$ cat config.mk
export PLATFORM = sky130hd
export DESIGN_NAME = lcl_cell
export DESIGN_NICKNAME = d
export VERILOG_FILES = /design/src/lcl_pkg.sv /design/src/lcl_gate_if.sv /design/src/lcl_gates.sv /design/src/lcl_cell.sv
export SDC_FILE = /design/constraint.sdc
export NUM_CORES = 1
export LEC_CHECK = 0
export BUFFER_PORTS_ARGS = -buffer_cell sky130_fd_sc_hd__buf_4
export CELL_PAD_IN_SITES_DETAIL_PLACEMENT = 1
export CELL_PAD_IN_SITES_GLOBAL_PLACEMENT = 2
export CORE_ASPECT_RATIO = 0.7
export CORE_MARGIN = 2
export CORE_UTILIZATION = 42
export DETAILED_ROUTE_END_ITERATION = 7
export GPL_TIMING_DRIVEN = 0
export PLACE_DENSITY_LB_ADDON = 0.1
export SLEW_MARGIN = 20
export SYNTH_ARGS = -nofsm -noshare
export SYNTH_HDL_FRONTEND = slang
export SYNTH_SLANG_ARGS = --single-unit
$ cat constraint.sdc
create_clock -name clock_i -period 4.23 [get_ports clock_i]
set_input_delay 0.846 -clock clock_i [delete_from_list [all_inputs] [get_ports clock_i]]
set_output_delay 0.846 -clock clock_i [all_outputs]
set_load 0.005 [all_outputs]
$ cat src/lcl_pkg.sv
package lcl_pkg;

  // ----------------------------------------
  // Register map
  // ----------------------------------------
  localparam logic [2:0] LCL_OFF_CONL = 3'h0;
  localparam logic [2:0] LCL_OFF_CONH = 3'h1;
  localparam logic [2:0] LCL_OFF_SEL = 3'h2;
  localparam logic [2:0] LCL_OFF_GLSL = 3'h3;
  localparam logic [2:0] LCL_OFF_GLSH = 3'h4;

  // ----------------------------------------
  // Field positions
  // ----------------------------------------
  localparam int LCL_BIT_EN = 15;
  localparam int LCL_BIT_RISE = 11;
  localparam int LCL_BIT_FALL = 10;
  localparam int LCL_BIT_OE = 7;
  localparam int LCL_BIT_LVL = 6;
  localparam int LCL_BIT_INV = 5;
  localparam int LCL_MODE_LSB = 0;
  localparam int LCL_MODE_W = 3;
  localparam int LCL_SEL_STRIDE = 4;

  // ----------------------------------------
  // Write masks and reset values
  // ----------------------------------------
  localparam logic [15:0] LCL_CONL_WMASK = 16'h8ca7;
  localparam logic [15:0] LCL_CONH_WMASK = 16'h000f;
  localparam logic [15:0] LCL_SEL_WMASK = 16'h7777;
  localparam logic [15:0] LCL_GLS_WMASK = 16'hffff;
  localparam logic [15:0] LCL_REG_RST = 16'h0000;

  // ----------------------------------------
  // Logic function codes
  // ----------------------------------------
  localparam logic [2:0] LCL_MODE_ANDOR = 3'h0;
  localparam logic [2:0] LCL_MODE_ORXOR = 3'h1;
  localparam logic [2:0] LCL_MODE_AND = 3'h2;
  localparam logic [2:0] LCL_MODE_SRL = 3'h3;
  localparam logic [2:0] LCL_MODE_DFFSR = 3'h4;
  localparam logic [2:0] LCL_MODE_DFF2R = 3'h5;
  localparam logic [2:0] LCL_MODE_JKR = 3'h6;
  localparam logic [2:0] LCL_MODE_LATSR = 3'h7;

  // ----------------------------------------
  // Input synchroniser
  // ----------------------------------------
  localparam int LCL_ASYNC_N = 6;

endpackage

$ cat src/lcl_gate_if.sv
`timescale 1ns/1ps
interface lcl_gate_if;
  logic [15:0] sel;
  logic [31:0] gate_en;
  logic [3:0] gate_inv;
  logic [31:0] src;
  logic [3:0] gate;

  modport gates (
    input sel,
    input gate_en,
    input gate_inv,
    input src,
    output gate
  );

  modport core (
    output sel,
    output gate_en,
    output gate_inv,
    output src,
    input gate
  );
endinterface

$ cat src/lcl_gates.sv
`timescale 1ns/1ps
module lcl_gates
  import lcl_pkg::*;
(
  lcl_gate_if.gates gif
);

  logic [3:0] mux_out;

  // ----------------------------------------
  // Source multiplexers
  // ----------------------------------------
  genvar m;
  generate
    for (m = 0; m < 4; m++) begin : g_mux
      assign mux_out[m] = gif.src[m*8 + gif.sel[m*LCL_SEL_STRIDE +: 3]];
    end
  endgenerate

  // ----------------------------------------
  // Input gates
  // ----------------------------------------
  genvar g;
  generate
    for (g = 0; g < 4; g++) begin : g_gate
      logic [7:0] en;
      logic hit;
      assign en = gif.gate_en[g*8 +: 8];
      // odd bit true, even bit inverted
      always_comb begin
        hit = 1'b0;
        for (int s = 0; s < 4; s++) begin
          hit = hit | (en[2*s+1] & mux_out[s]) | (en[2*s] & ~mux_out[s]);
        end
      end
      assign gif.gate[g] = hit ^ gif.gate_inv[g];
    end
  endgenerate

endmodule

$ cat src/lcl_cell.sv
// Operation
// - Four muxes, each picks one of eight
// - True and inverted mux outputs ORed per gate
// - Empty gate gives zero, or one inverted
// - Per gate polarity bits three down to zero
// - Enable clear forces output, pin and rise request low
// - Rise enable requests interrupt on rising output
// - Fall enable requests interrupt on falling output
// - Pin driven only while output enable set
// - Status bit shows present output level
// - Codes zero to three: combinational and SR
// - Codes four to seven: flops and latch
// - Mux one source map
// - Mux three source map
// - True and inverted enables, 32 bits
// - Unused bits read zero, fields reset zero
`timescale 1ns/1ps
module lcl_cell
  import lcl_pkg::*;
(
  input wire logic clock_i,
  input wire logic nrst_i,
  input wire logic [2:0] addr_i,
  input wire logic [15:0] wdata_i,
  input wire logic wr_i,
  input wire logic rd_i,
  output logic [15:0] rdata_o,
  input wire logic cell_input_pin_a_i,
  input wire logic cell_input_pin_b_i,
  input wire logic cell_input_pin_c_i,
  input wire logic cell_input_pin_d_i,
  input wire logic instruction_clock_i,
  input wire logic internal_lowpower_osc_i,
  input wire logic reference_clock_out_i,
  input wire logic pwm_event_i,
  input wire logic [2:0] comparator_i,
  input wire logic uart_tx_i,
  input wire logic uart_rx_i,
  input wire logic spi_sdo_i,
  input wire logic spi_sdi_i,
  input wire logic [3:0] peer_cell_i,
  input wire logic [3:0] capture_compare_unit_aux_i,
  input wire logic [1:0] capture_compare_unit_out_i,
  input wire logic [1:0] capture_compare_unit_flag_i,
  output logic cell_output_o,
  output logic cell_pin_o,
  output logic pin_output_enable_o,
  output logic rise_irq_o,
  output logic fall_irq_o
);

  // ----------------------------------------
  // Declarations
  // ----------------------------------------
  lcl_gate_if gif ();

  logic [15:0] conl_q, conl_d;
  logic [15:0] conh_q, conh_d;
  logic [15:0] sel_q, sel_d;
  logic [15:0] glsl_q, glsl_d;
  logic [15:0] glsh_q, glsh_d;
  logic [15:0] rdata_q, rdata_d;

  logic [LCL_ASYNC_N-1:0] async_in;
  logic [LCL_ASYNC_N-1:0] s1_q, s2_q, s3_q;
  logic [LCL_ASYNC_N-1:0] flt_q, flt_d;

  logic [3:0] g;
  logic [2:0] mode;
  logic cell_en;
  logic state_q, state_d;
  logic clk_prev_q, clk_prev_d;
  logic clk_edge;
  logic res;
  logic out_q, out_d;
  logic pin_q, pin_d;
  logic oe_q, oe_d;
  logic rise_q, rise_d;
  logic fall_q, fall_d;

  // ----------------------------------------
  // Pin and foreign clock synchronisers
  // ----------------------------------------
  assign async_in = {reference_clock_out_i, internal_lowpower_osc_i, cell_input_pin_d_i,
                     cell_input_pin_c_i, cell_input_pin_b_i, cell_input_pin_a_i};

  // Filtered level follows once stages two and three agree
  genvar i;
  generate
    for (i = 0; i < LCL_ASYNC_N; i++) begin : g_flt
      assign flt_d[i] = (s2_q[i] == s3_q[i]) ? s3_q[i] : flt_q[i];
    end
  endgenerate

  // Three stage chain
  always_ff @(posedge clock_i or negedge nrst_i) begin
    if (!nrst_i) begin
      s1_q <= '0;
      s2_q <= '0;
      s3_q <= '0;
      flt_q <= '0;
    end else begin
      s1_q <= async_in;
      s2_q <= s1_q;
      s3_q <= s2_q;
      flt_q <= flt_d;
    end
  end

  // ----------------------------------------
  // Source pool
  // ----------------------------------------
  // mux one to four sources
  assign gif.src = {
    capture_compare_unit_aux_i[2], capture_compare_unit_aux_i[0], flt_q[3], 1'b0,
    spi_sdi_i, comparator_i[2], peer_cell_i[1], pwm_event_i,
    capture_compare_unit_flag_i[1], capture_compare_unit_flag_i[0], peer_cell_i[3], uart_rx_i,
    spi_sdo_i, comparator_i[1], peer_cell_i[0], flt_q[2],
    capture_compare_unit_out_i[1], capture_compare_unit_out_i[0], 1'b0, 1'b0,
    uart_tx_i, comparator_i[0], 1'b0, flt_q[1],
    capture_compare_unit_aux_i[3], capture_compare_unit_aux_i[1], 1'b0, flt_q[5],
    flt_q[4], peer_cell_i[2], instruction_clock_i, flt_q[0]
  };

  // Gate configuration towards the gate block
  assign gif.sel = sel_q;
  assign gif.gate_en = {glsh_q, glsl_q};
  assign gif.gate_inv = conh_q[3:0];

  lcl_gates u_gates (
    .gif(gif)
  );

  // ----------------------------------------
  // Register file
  // ----------------------------------------
  // masked writes and zero fill
  always_comb begin
    conl_d = conl_q;
    conh_d = conh_q;
    sel_d = sel_q;
    glsl_d = glsl_q;
    glsh_d = glsh_q;
    rdata_d = '0;
    if (wr_i) begin
      case (addr_i)
        LCL_OFF_CONL: begin
          conl_d = wdata_i & LCL_CONL_WMASK;
        end
        LCL_OFF_CONH: begin
          conh_d = wdata_i & LCL_CONH_WMASK;
        end
        LCL_OFF_SEL: begin
          sel_d = wdata_i & LCL_SEL_WMASK;
        end
        LCL_OFF_GLSL: begin
          glsl_d = wdata_i & LCL_GLS_WMASK;
        end
        LCL_OFF_GLSH: begin
          glsh_d = wdata_i & LCL_GLS_WMASK;
        end
        default: begin
          conl_d = conl_q;
        end
      endcase
    end
    if (rd_i) begin
      case (addr_i)
        LCL_OFF_CONL: begin
          rdata_d = conl_q;
          rdata_d[LCL_BIT_LVL] = out_q;
        end
        LCL_OFF_CONH: begin
          rdata_d = conh_q;
        end
        LCL_OFF_SEL: begin
          rdata_d = sel_q;
        end
        LCL_OFF_GLSL: begin
          rdata_d = glsl_q;
        end
        LCL_OFF_GLSH: begin
          rdata_d = glsh_q;
        end
        default: begin
          rdata_d = '0;
        end
      endcase
    end
  end

  // Register storage
  always_ff @(posedge clock_i or negedge nrst_i) begin
    if (!nrst_i) begin
      conl_q <= LCL_REG_RST;
      conh_q <= LCL_REG_RST;
      sel_q <= LCL_REG_RST;
      glsl_q <= LCL_REG_RST;
      glsh_q <= LCL_REG_RST;
      rdata_q <= LCL_REG_RST;
    end else begin
      conl_q <= conl_d;
      conh_q <= conh_d;
      sel_q <= sel_d;
      glsl_q <= glsl_d;
      glsh_q <= glsh_d;
      rdata_q <= rdata_d;
    end
  end

  // ----------------------------------------
  // Logic function
  // ----------------------------------------
  assign g = gif.gate;
  assign mode = conl_q[LCL_MODE_LSB +: LCL_MODE_W];
  assign cell_en = conl_q[LCL_BIT_EN];
  assign clk_edge = g[0] & ~clk_prev_q;

  // codes four and seven: gate one clocks, two data, three reset, four set
  always_comb begin
    state_d = state_q;
    clk_prev_d = g[0];
    res = 1'b0;
    case (mode)
      LCL_MODE_ANDOR: begin
        res = (g[0] & g[1]) | (g[2] & g[3]);
      end
      LCL_MODE_ORXOR: begin
        res = (g[0] | g[1]) ^ (g[2] | g[3]);
      end
      LCL_MODE_AND: begin
        res = &g;
      end
      LCL_MODE_SRL: begin
        if (g[0] | g[1]) begin
          state_d = 1'b1;
        end else if (g[2] | g[3]) begin
          state_d = 1'b0;
        end
        res = state_d;
      end
      LCL_MODE_DFFSR: begin
        if (g[2]) begin
          state_d = 1'b0;
        end else if (g[3]) begin
          state_d = 1'b1;
        end else if (clk_edge) begin
          state_d = g[1];
        end
        res = state_d;
      end
      LCL_MODE_DFF2R: begin
        if (g[2]) begin
          state_d = 1'b0;
        end else if (clk_edge) begin
          state_d = g[1] & g[3];
        end
        res = state_d;
      end
      LCL_MODE_JKR: begin
        if (g[2]) begin
          state_d = 1'b0;
        end else if (clk_edge) begin
          case ({g[1], g[3]})
            2'b10: begin
              state_d = 1'b1;
            end
            2'b01: begin
              state_d = 1'b0;
            end
            2'b11: begin
              state_d = ~state_q;
            end
            default: begin
              state_d = state_q;
            end
          endcase
        end
        res = state_d;
      end
      LCL_MODE_LATSR: begin
        if (g[2]) begin
          state_d = 1'b0;
        end else if (g[3]) begin
          state_d = 1'b1;
        end else if (g[0]) begin
          state_d = g[1];
        end
        res = state_d;
      end
      default: begin
        res = 1'b0;
      end
    endcase
    if (!cell_en) begin
      state_d = 1'b0;
    end
  end

  // ----------------------------------------
  // Output stage
  // ----------------------------------------
  always_comb begin
    out_d = cell_en & (res ^ conl_q[LCL_BIT_INV]);
    oe_d = conl_q[LCL_BIT_OE];
    pin_d = conl_q[LCL_BIT_OE] & out_d;
    rise_d = conl_q[LCL_BIT_RISE] & out_d & ~out_q;
    fall_d = conl_q[LCL_BIT_FALL] & ~out_d & out_q;
  end

  // Output and function state flops
  always_ff @(posedge clock_i or negedge nrst_i) begin
    if (!nrst_i) begin
      state_q <= 1'b0;
      clk_prev_q <= 1'b0;
      out_q <= 1'b0;
      pin_q <= 1'b0;
      oe_q <= 1'b0;
      rise_q <= 1'b0;
      fall_q <= 1'b0;
    end else begin
      state_q <= state_d;
      clk_prev_q <= clk_prev_d;
      out_q <= out_d;
      pin_q <= pin_d;
      oe_q <= oe_d;
      rise_q <= rise_d;
      fall_q <= fall_d;
    end
  end

  assign rdata_o = rdata_q;
  assign cell_output_o = out_q;
  assign cell_pin_o = pin_q;
  assign pin_output_enable_o = oe_q;
  assign rise_irq_o = rise_q;
  assign fall_irq_o = fall_q;
endmodule

Word level (Yosys, flattened, before mapping)
Index checks and enable logic that the tools add are counted.
{ "totals": {"reg_bits": 103, "input_bits": 50, "output_inout_bits": 21} }
{ "classes": {"addsub": 3, "order_cmp": 4, "n_eq_ne": 21, "muxes": 26, "n_bitwise": 87, "n_reduce_logical": 8} }
{ "op_table": {"columns": ["op", "count"], "rows": [
  ["32-bit by 6-bit < comparator with 1-bit output (second input constant)", 3],
  ["16-bit case mux with 5 select lines", 1],
  ["1-bit bitwise AND", 42],
  ["1-bit OR", 31],
  ["1-bit two-way mux", 17],
  ["16-bit two-way mux", 1],
  ["1-bit binary-select mux with 5-bit select", 3],
  ["3-bit == test (second input constant)", 5],
  ["5-bit by 3-bit adder with 6-bit output (first input constant)", 2],
  ["3-bit by 2-bit == test with 1-bit output (second input constant)", 4],
  ["2-bit AND reduction", 5],
  ["1-bit NOT", 8],
  ["1-bit case mux with 8 select lines", 1],
  ["1-bit == test", 6],
  ["3-bit by 1-bit == test with 1-bit output (second input constant)", 2],
  ["3-bit zero test", 2],
  ["3-bit by 6-bit < comparator with 1-bit output (second input constant)", 1],
  ["6-bit by 1-bit inequality test with 1-bit output (second input constant)", 1],
  ["1-bit XOR", 6],
  ["4-bit by 3-bit adder with 5-bit output (first input constant)", 1],
  ["1-bit case mux with 5 select lines", 1],
  ["2-bit == test (second input constant)", 2],
  ["4-bit AND reduction", 1],
  ["1-bit binary-select mux with 3-bit select", 1],
  ["2 further kinds", 2]
]} }

Depth between registers and ports, before layout
{ "logic_depth": {"ltp_word": 22, "mapped_depth": 12} }

Cells and area by module
A second synthesis with hierarchy kept.
{ "unflattened": {"cells_unflattened": 356, "hier_area_um2": 4631.9} }
{ "by_module_without_submodules": {"columns": ["module", "instances", "cells_each", "area_per_inst_um2", "seq_area_each_um2"], "rows": [
  ["lcl_cell", 1, 308, 4141.5, 2577.5],
  ["lcl_gates", 1, 48, 490.5, 0.0]
]} }

Least setup slack after synthesis
OpenSTA, ideal clock, no wires.
{ "synth_timing": {"path_type": "input-to-reg", "from": "in capture_compare_unit_out_i[1]", "to": "reg out_q, in the netlist cell_output_o", "setup_ps": 118, "t_arrival_ps": 3188, "path_slack_ps": 924, "stages": 10, "cell_sequence": "mux4_2 a21oi_2 mux2i_1 and4_1 mux2_4 a211o_1 o22ai_1 nor3_2 a21bo_1 a21o_1"} }
{ "synth_between": {"elab_chain_len": 17, "elab_cells_between_ends": 89, "classes_between": "eq/ne (3); mux (20); bitwise (65); reduce/logical (1)"} }
{ "synth_lines": {"columns": ["element", "line_no", "text"], "rows": [
  ["from (decl)", "lcl_cell.sv:43", "input wire logic [1:0] capture_compare_unit_out_i,"],
  ["1-bit binary-select mux with 5-bit select", "lcl_gates.sv:16", "assign mux_out[m] = gif.src[m*8 + gif.sel[m*LCL_SEL_STRIDE +: 3]];"],
  ["1-bit two-way mux (not written as such)", "lcl_gates.sv:16", null],
  ["1-bit bitwise AND or 1-bit NOT (tied branches)", "lcl_gates.sv:33", "hit = hit | (en[2*s+1] & mux_out[s]) | (en[2*s] & ~mux_out[s]);"],
  ["1-bit OR or 1-bit bitwise AND (tied branches)", "lcl_gates.sv:33", null],
  ["1-bit OR (5 in series)", "lcl_gates.sv:33", null],
  ["1-bit XOR", "lcl_gates.sv:36", "assign gif.gate[g] = hit ^ gif.gate_inv[g];"],
  ["2-bit == test, or another cell as far along", "lcl_cell.sv:264", "case ({g[1], g[3]})"],
  ["1-bit case mux with 3 select lines or 1-bit two-way mux (tied branches)", "lcl_cell.sv:264, lcl_cell.sv:247", null],
  ["1-bit two-way mux (on tied branches)", "lcl_cell.sv:263, lcl_cell.sv:245", null],
  ["1-bit two-way mux (on tied branches)", "lcl_cell.sv:261, lcl_cell.sv:243", null],
  ["1-bit case mux with 8 select lines *", "lcl_cell.sv:224", "case (mode)"],
  ["1-bit XOR *", "lcl_cell.sv:304", "out_d = cell_en & (res ^ conl_q[LCL_BIT_INV]);"],
  ["1-bit bitwise AND *", "lcl_cell.sv:304", null],
  ["named net out_d", "lcl_cell.sv:75", "logic out_q, out_d;"],
  ["to (signal assigned)", "lcl_cell.sv:324", "out_q <= out_d;"],
  ["to (decl)", "lcl_cell.sv:75", null]
]} }
The timed path passes the listed nets; every way through them passes the cells marked *. The select of a mux whose other input is x is not followed.
A chain may end at the register's enable or synchronous reset.

Worst setup path after layout
{ "layout_timing": {"from": "in capture_compare_unit_out_i[1]", "to": "reg fall_q, in the netlist fall_irq_o"} }
{ "layout_between": {"elab_chain_len": 20, "elab_cells_between_ends": 92, "classes_between": "eq/ne (3); mux (20); bitwise (68); reduce/logical (1)"} }
{ "layout_lines": {"columns": ["element", "line_no", "text"], "rows": [
  ["1-bit binary-select mux with 5-bit select", "lcl_gates.sv:16", null],
  ["1-bit two-way mux (not written as such)", "lcl_gates.sv:16", null],
  ["1-bit bitwise AND or 1-bit NOT (tied branches)", "lcl_gates.sv:33", null],
  ["1-bit OR or 1-bit bitwise AND (tied branches)", "lcl_gates.sv:33", null],
  ["1-bit OR (5 in series)", "lcl_gates.sv:33", null],
  ["1-bit XOR", "lcl_gates.sv:36", null],
  ["2-bit == test, or another cell as far along", "lcl_cell.sv:264", null],
  ["1-bit case mux with 3 select lines or 1-bit two-way mux (tied branches)", "lcl_cell.sv:264, lcl_cell.sv:247", null],
  ["1-bit two-way mux (on tied branches)", "lcl_cell.sv:263, lcl_cell.sv:245", null],
  ["1-bit two-way mux (on tied branches)", "lcl_cell.sv:261, lcl_cell.sv:243", null],
  ["1-bit case mux with 8 select lines *", "lcl_cell.sv:224", null],
  ["1-bit XOR *", "lcl_cell.sv:304", null],
  ["1-bit bitwise AND *", "lcl_cell.sv:304", null],
  ["1-bit NOT *", "lcl_cell.sv:308", "fall_d = conl_q[LCL_BIT_FALL] & ~out_d & out_q;"],
  ["1-bit bitwise AND * (2 in series)", "lcl_cell.sv:308", null],
  ["named net fall_d", "lcl_cell.sv:79", "logic fall_q, fall_d;"],
  ["to (signal assigned)", "lcl_cell.sv:328", "fall_q <= fall_d;"],
  ["to (decl)", "lcl_cell.sv:79", null]
]} }
Marked as above.

==> results.toml <==
[sta]
finClkSkew_ns = 0.01036
fin_crit_sh = 0.8656
relSlewSlack = 0.3787
min_period_ns = 3.661
setup_viol = 0
hold_viol_final = 0
slew_viol_final = 0
max_freq_mhz = 273.1
rsz0062_at_grt = "false"
worstMarginPinSlew_ns = 0.9319
setup_tns_ns = 0

[pwr]
ir_drop_uv = 229.7
power_leakage_nw = 2.537
power.density_mw_per_mm2 = 501.3

[worst_setup_path]
r2r-end = "fall_irq_o$_DFF_PN0_"
worstSetupEndpoint = "fall_irq_o$_DFF_PN0_"
arrival_ns = 3.93
start_kind = "input port"
reg2reg_depth = 10
crit_type = "input port to register"
r2r_setup_slack_ns = 0.67
end_kind = "register"
required_ns = 4.50
rr_startpoint = "gif.sel[4]$_DFFE_PN0P_"
worstPathMaxFanout = 5
crit_start = "capture_compare_unit_out_i[1]"

[flow_run]
maxCapViolations = 0

[floorplan]
die_area_mm2 = 0.01202
core_mm2 = 0.01093
row_count = 32
io_pins = 71
dieHeight_um = 92.35
chipWidth_um = 130.2
start_util = 0.4285

[place]
gp_routability_congestion = 0.8339
dp_hpwl_mm = 8.763
numPortBuffers = 69

[global_routing]
grt_pass1_wl_mm = 19.34
grt_pass1_vias = 3550
grt_util_all_layers = 0.2187
grt_max_degree = 104
grt-ovfl-total = 0
grt_antenna_before_repair = 0

[layout]
fin_util = 0.5208
multi_input_area_mm2 = 0.002017
fill_cells = 1158
regArea_mm2 = 0.002577
drive_gt1_frac = 0.3624
nets = 492
layout-area-overhead-vs-synth_pct = 21.56
antenna_cells = 0

[yosys]
ys_top_cells_by_count = "dfrtp_1, mux2_2, mux2i_1, nor2_1, a22oi_1"
synthArstFlopShare = 1.000
syn-num-nets = 412
synth_edf_count = 0
synth-warning-count = 0
muxShareOfSynthArea = 0.2394
synth_top_area_frac = 0.5504
synth_most_common_cell = "dfrtp_1"
synth_compound_area_frac = 0.07427
synth.largest_area_cell = "dfrtp_1"
ys_seq_elements = 103
yosys.area_share.adder = 0.01282
avgSynthCellArea_um2 = 12.94
yosysUniqueCellTypes = 44
synth-simple-area-share = 0.08629
netlist_area_mm2 = 0.004683
synth_cells = 362
yosys.area_share.xor_xnor = 0.01683
synthFlopType = "dfrtp_1"
synth_top_family_by_area = "multiplexers"
synth_seq_area_share = 0.5504
synthTopCellsByArea = "dfrtp_1, mux2_2, mux2i_1, a22oi_1, nor2_1"

[route]
dr_total_vias = 3191
drc = 0
wl_per_cell_um = 20.25
antenna_left = 0
drt_iter0_drc = 227
avgViaCountPerCell = 5.318
first_pass_iters = 4
wirelength_mm = 12.15

[clock_tree]
clockBufferDepth = 2
cts_made_buffers = 9
cts_tree = "built"
clk-insertion-delay-late_ns = 0.35
clkTransAtPathRegs_ns = 0.08
postCtsSetupBuffers = 0
clock-sinks = 103
cts.repair.resized = 0
cts_root_buf = "clkbuf_16"
h-tree-depth = 3
hold_buffers = 0

[outcome]
status = "complete, no violations"

[min_path]
hold_class = "register to register"
hold_start = "s1_q[2]$_DFF_PN0_"
## per-stage QoR
step	power (mW)	setup slack [ns]	area, µm²	hold slack (ns)	cells
final	2.854	0.5687	5693	0.3518	600
after floorplan	1.781	0.9242	4683	0.3312	362
after detailed placement	2.055	0.1937	5396	0.3371	584
after global routing	2.998	0.4513	5693	0.3590	600
after global placement	2.022	0.2636	5393	0.3339	584
after CTS	2.873	0.5626	5688	0.3540	600
## worst min-delay path by stage
stage | cells after the start | to
floorplan | 0 | s2_q[0]$_DFF_PN0_
global placement | 0 | s2_q[0]$_DFF_PN0_
detailed placement | 0 | s2_q[1]$_DFF_PN0_
CTS | 0 | s2_q[1]$_DFF_PN0_
global route | 0 | s2_q[1]$_DFF_PN0_
finish | 0 | s2_q[2]$_DFF_PN0_
## where the power goes
part	total, mW	switching (mW)	internal [mW]
Sequential	1.29	0.147	1.15
Combinational	0.748	0.361	0.387
Clock	0.814	0.388	0.426
Total	2.85	0.896	1.96
## final cells by class
type	count	area share
Clock inverter	6	0.009231
Tap cell	153	0.03363
Buffer	18	0.01582
Multi-Input combinational cell	240	0.3543
Sequential cell	103	0.4527
Inverter	1	0.0006593
Clock buffer	10	0.04198
Timing Repair Buffer	69	0.09165
## sequential cells by signal, summed over array words and instances (netlist names)
| signal | flops |
|---|---|
| cell_output_o | 1 |
| cell_pin_o | 1 |
| clk_prev_q | 1 |
| conh_q | 4 |
| conl_q | 8 |
| fall_irq_o | 1 |
| flt_q | 6 |
| gif.sel | 12 |
| glsh_q | 16 |
| glsl_q | 16 |
| pin_output_enable_o | 1 |
| rdata_o | 16 |
| rise_irq_o | 1 |
| s1_q | 6 |
| s2_q | 6 |
| s3_q | 6 |
| state_q | 1 |
## per-layer routing
metal  global-route usage  vias up  share of wire
li1                     -     1464              -
met1               0.3095     1650           0.47
met2               0.3442       68           0.47
met3              0.05257        9          0.048
met4              0.04749        0         0.0082
met5                    0        -              0
## cells in the final DEF, fill, tap and decap left out, types with 4 or more instances in the layout
master     Yosys  routed
clkbuf_16      0       9
a22oi_1       19      19
maj3_1         6       6
and2_1         5       5
clkbuf_1      14      14
mux4_2         4       4
mux2_2        60      60
buf_4          2      70
nand2_1       14      14
dfrtp_1      103     103
mux2i_1       34      34
nor2b_1        7       7
a21oi_1       18      18
nor2_1        29      29
## kinds of logic after synthesis
group	count (synthesis)
simple gates	78
buf+inv	19
xor+xnor	6
flops	103
compound gates	51
mux	99
fa+ha+maj	6
## worst max-delay path, cell delays in order
cell and delay, ns:
buf_4 0.10, mux4_2 0.46, a21oi_2 0.38, mux2i_1 0.33, nand4_1 0.21, xor2_1 0.40, nor2_1 0.10, xor2_1 0.16
a22oi_1 0.51, a21oi_1 0.21, a211oi_2 0.22
Note: power is estimated with default switching activity, not from simulation.
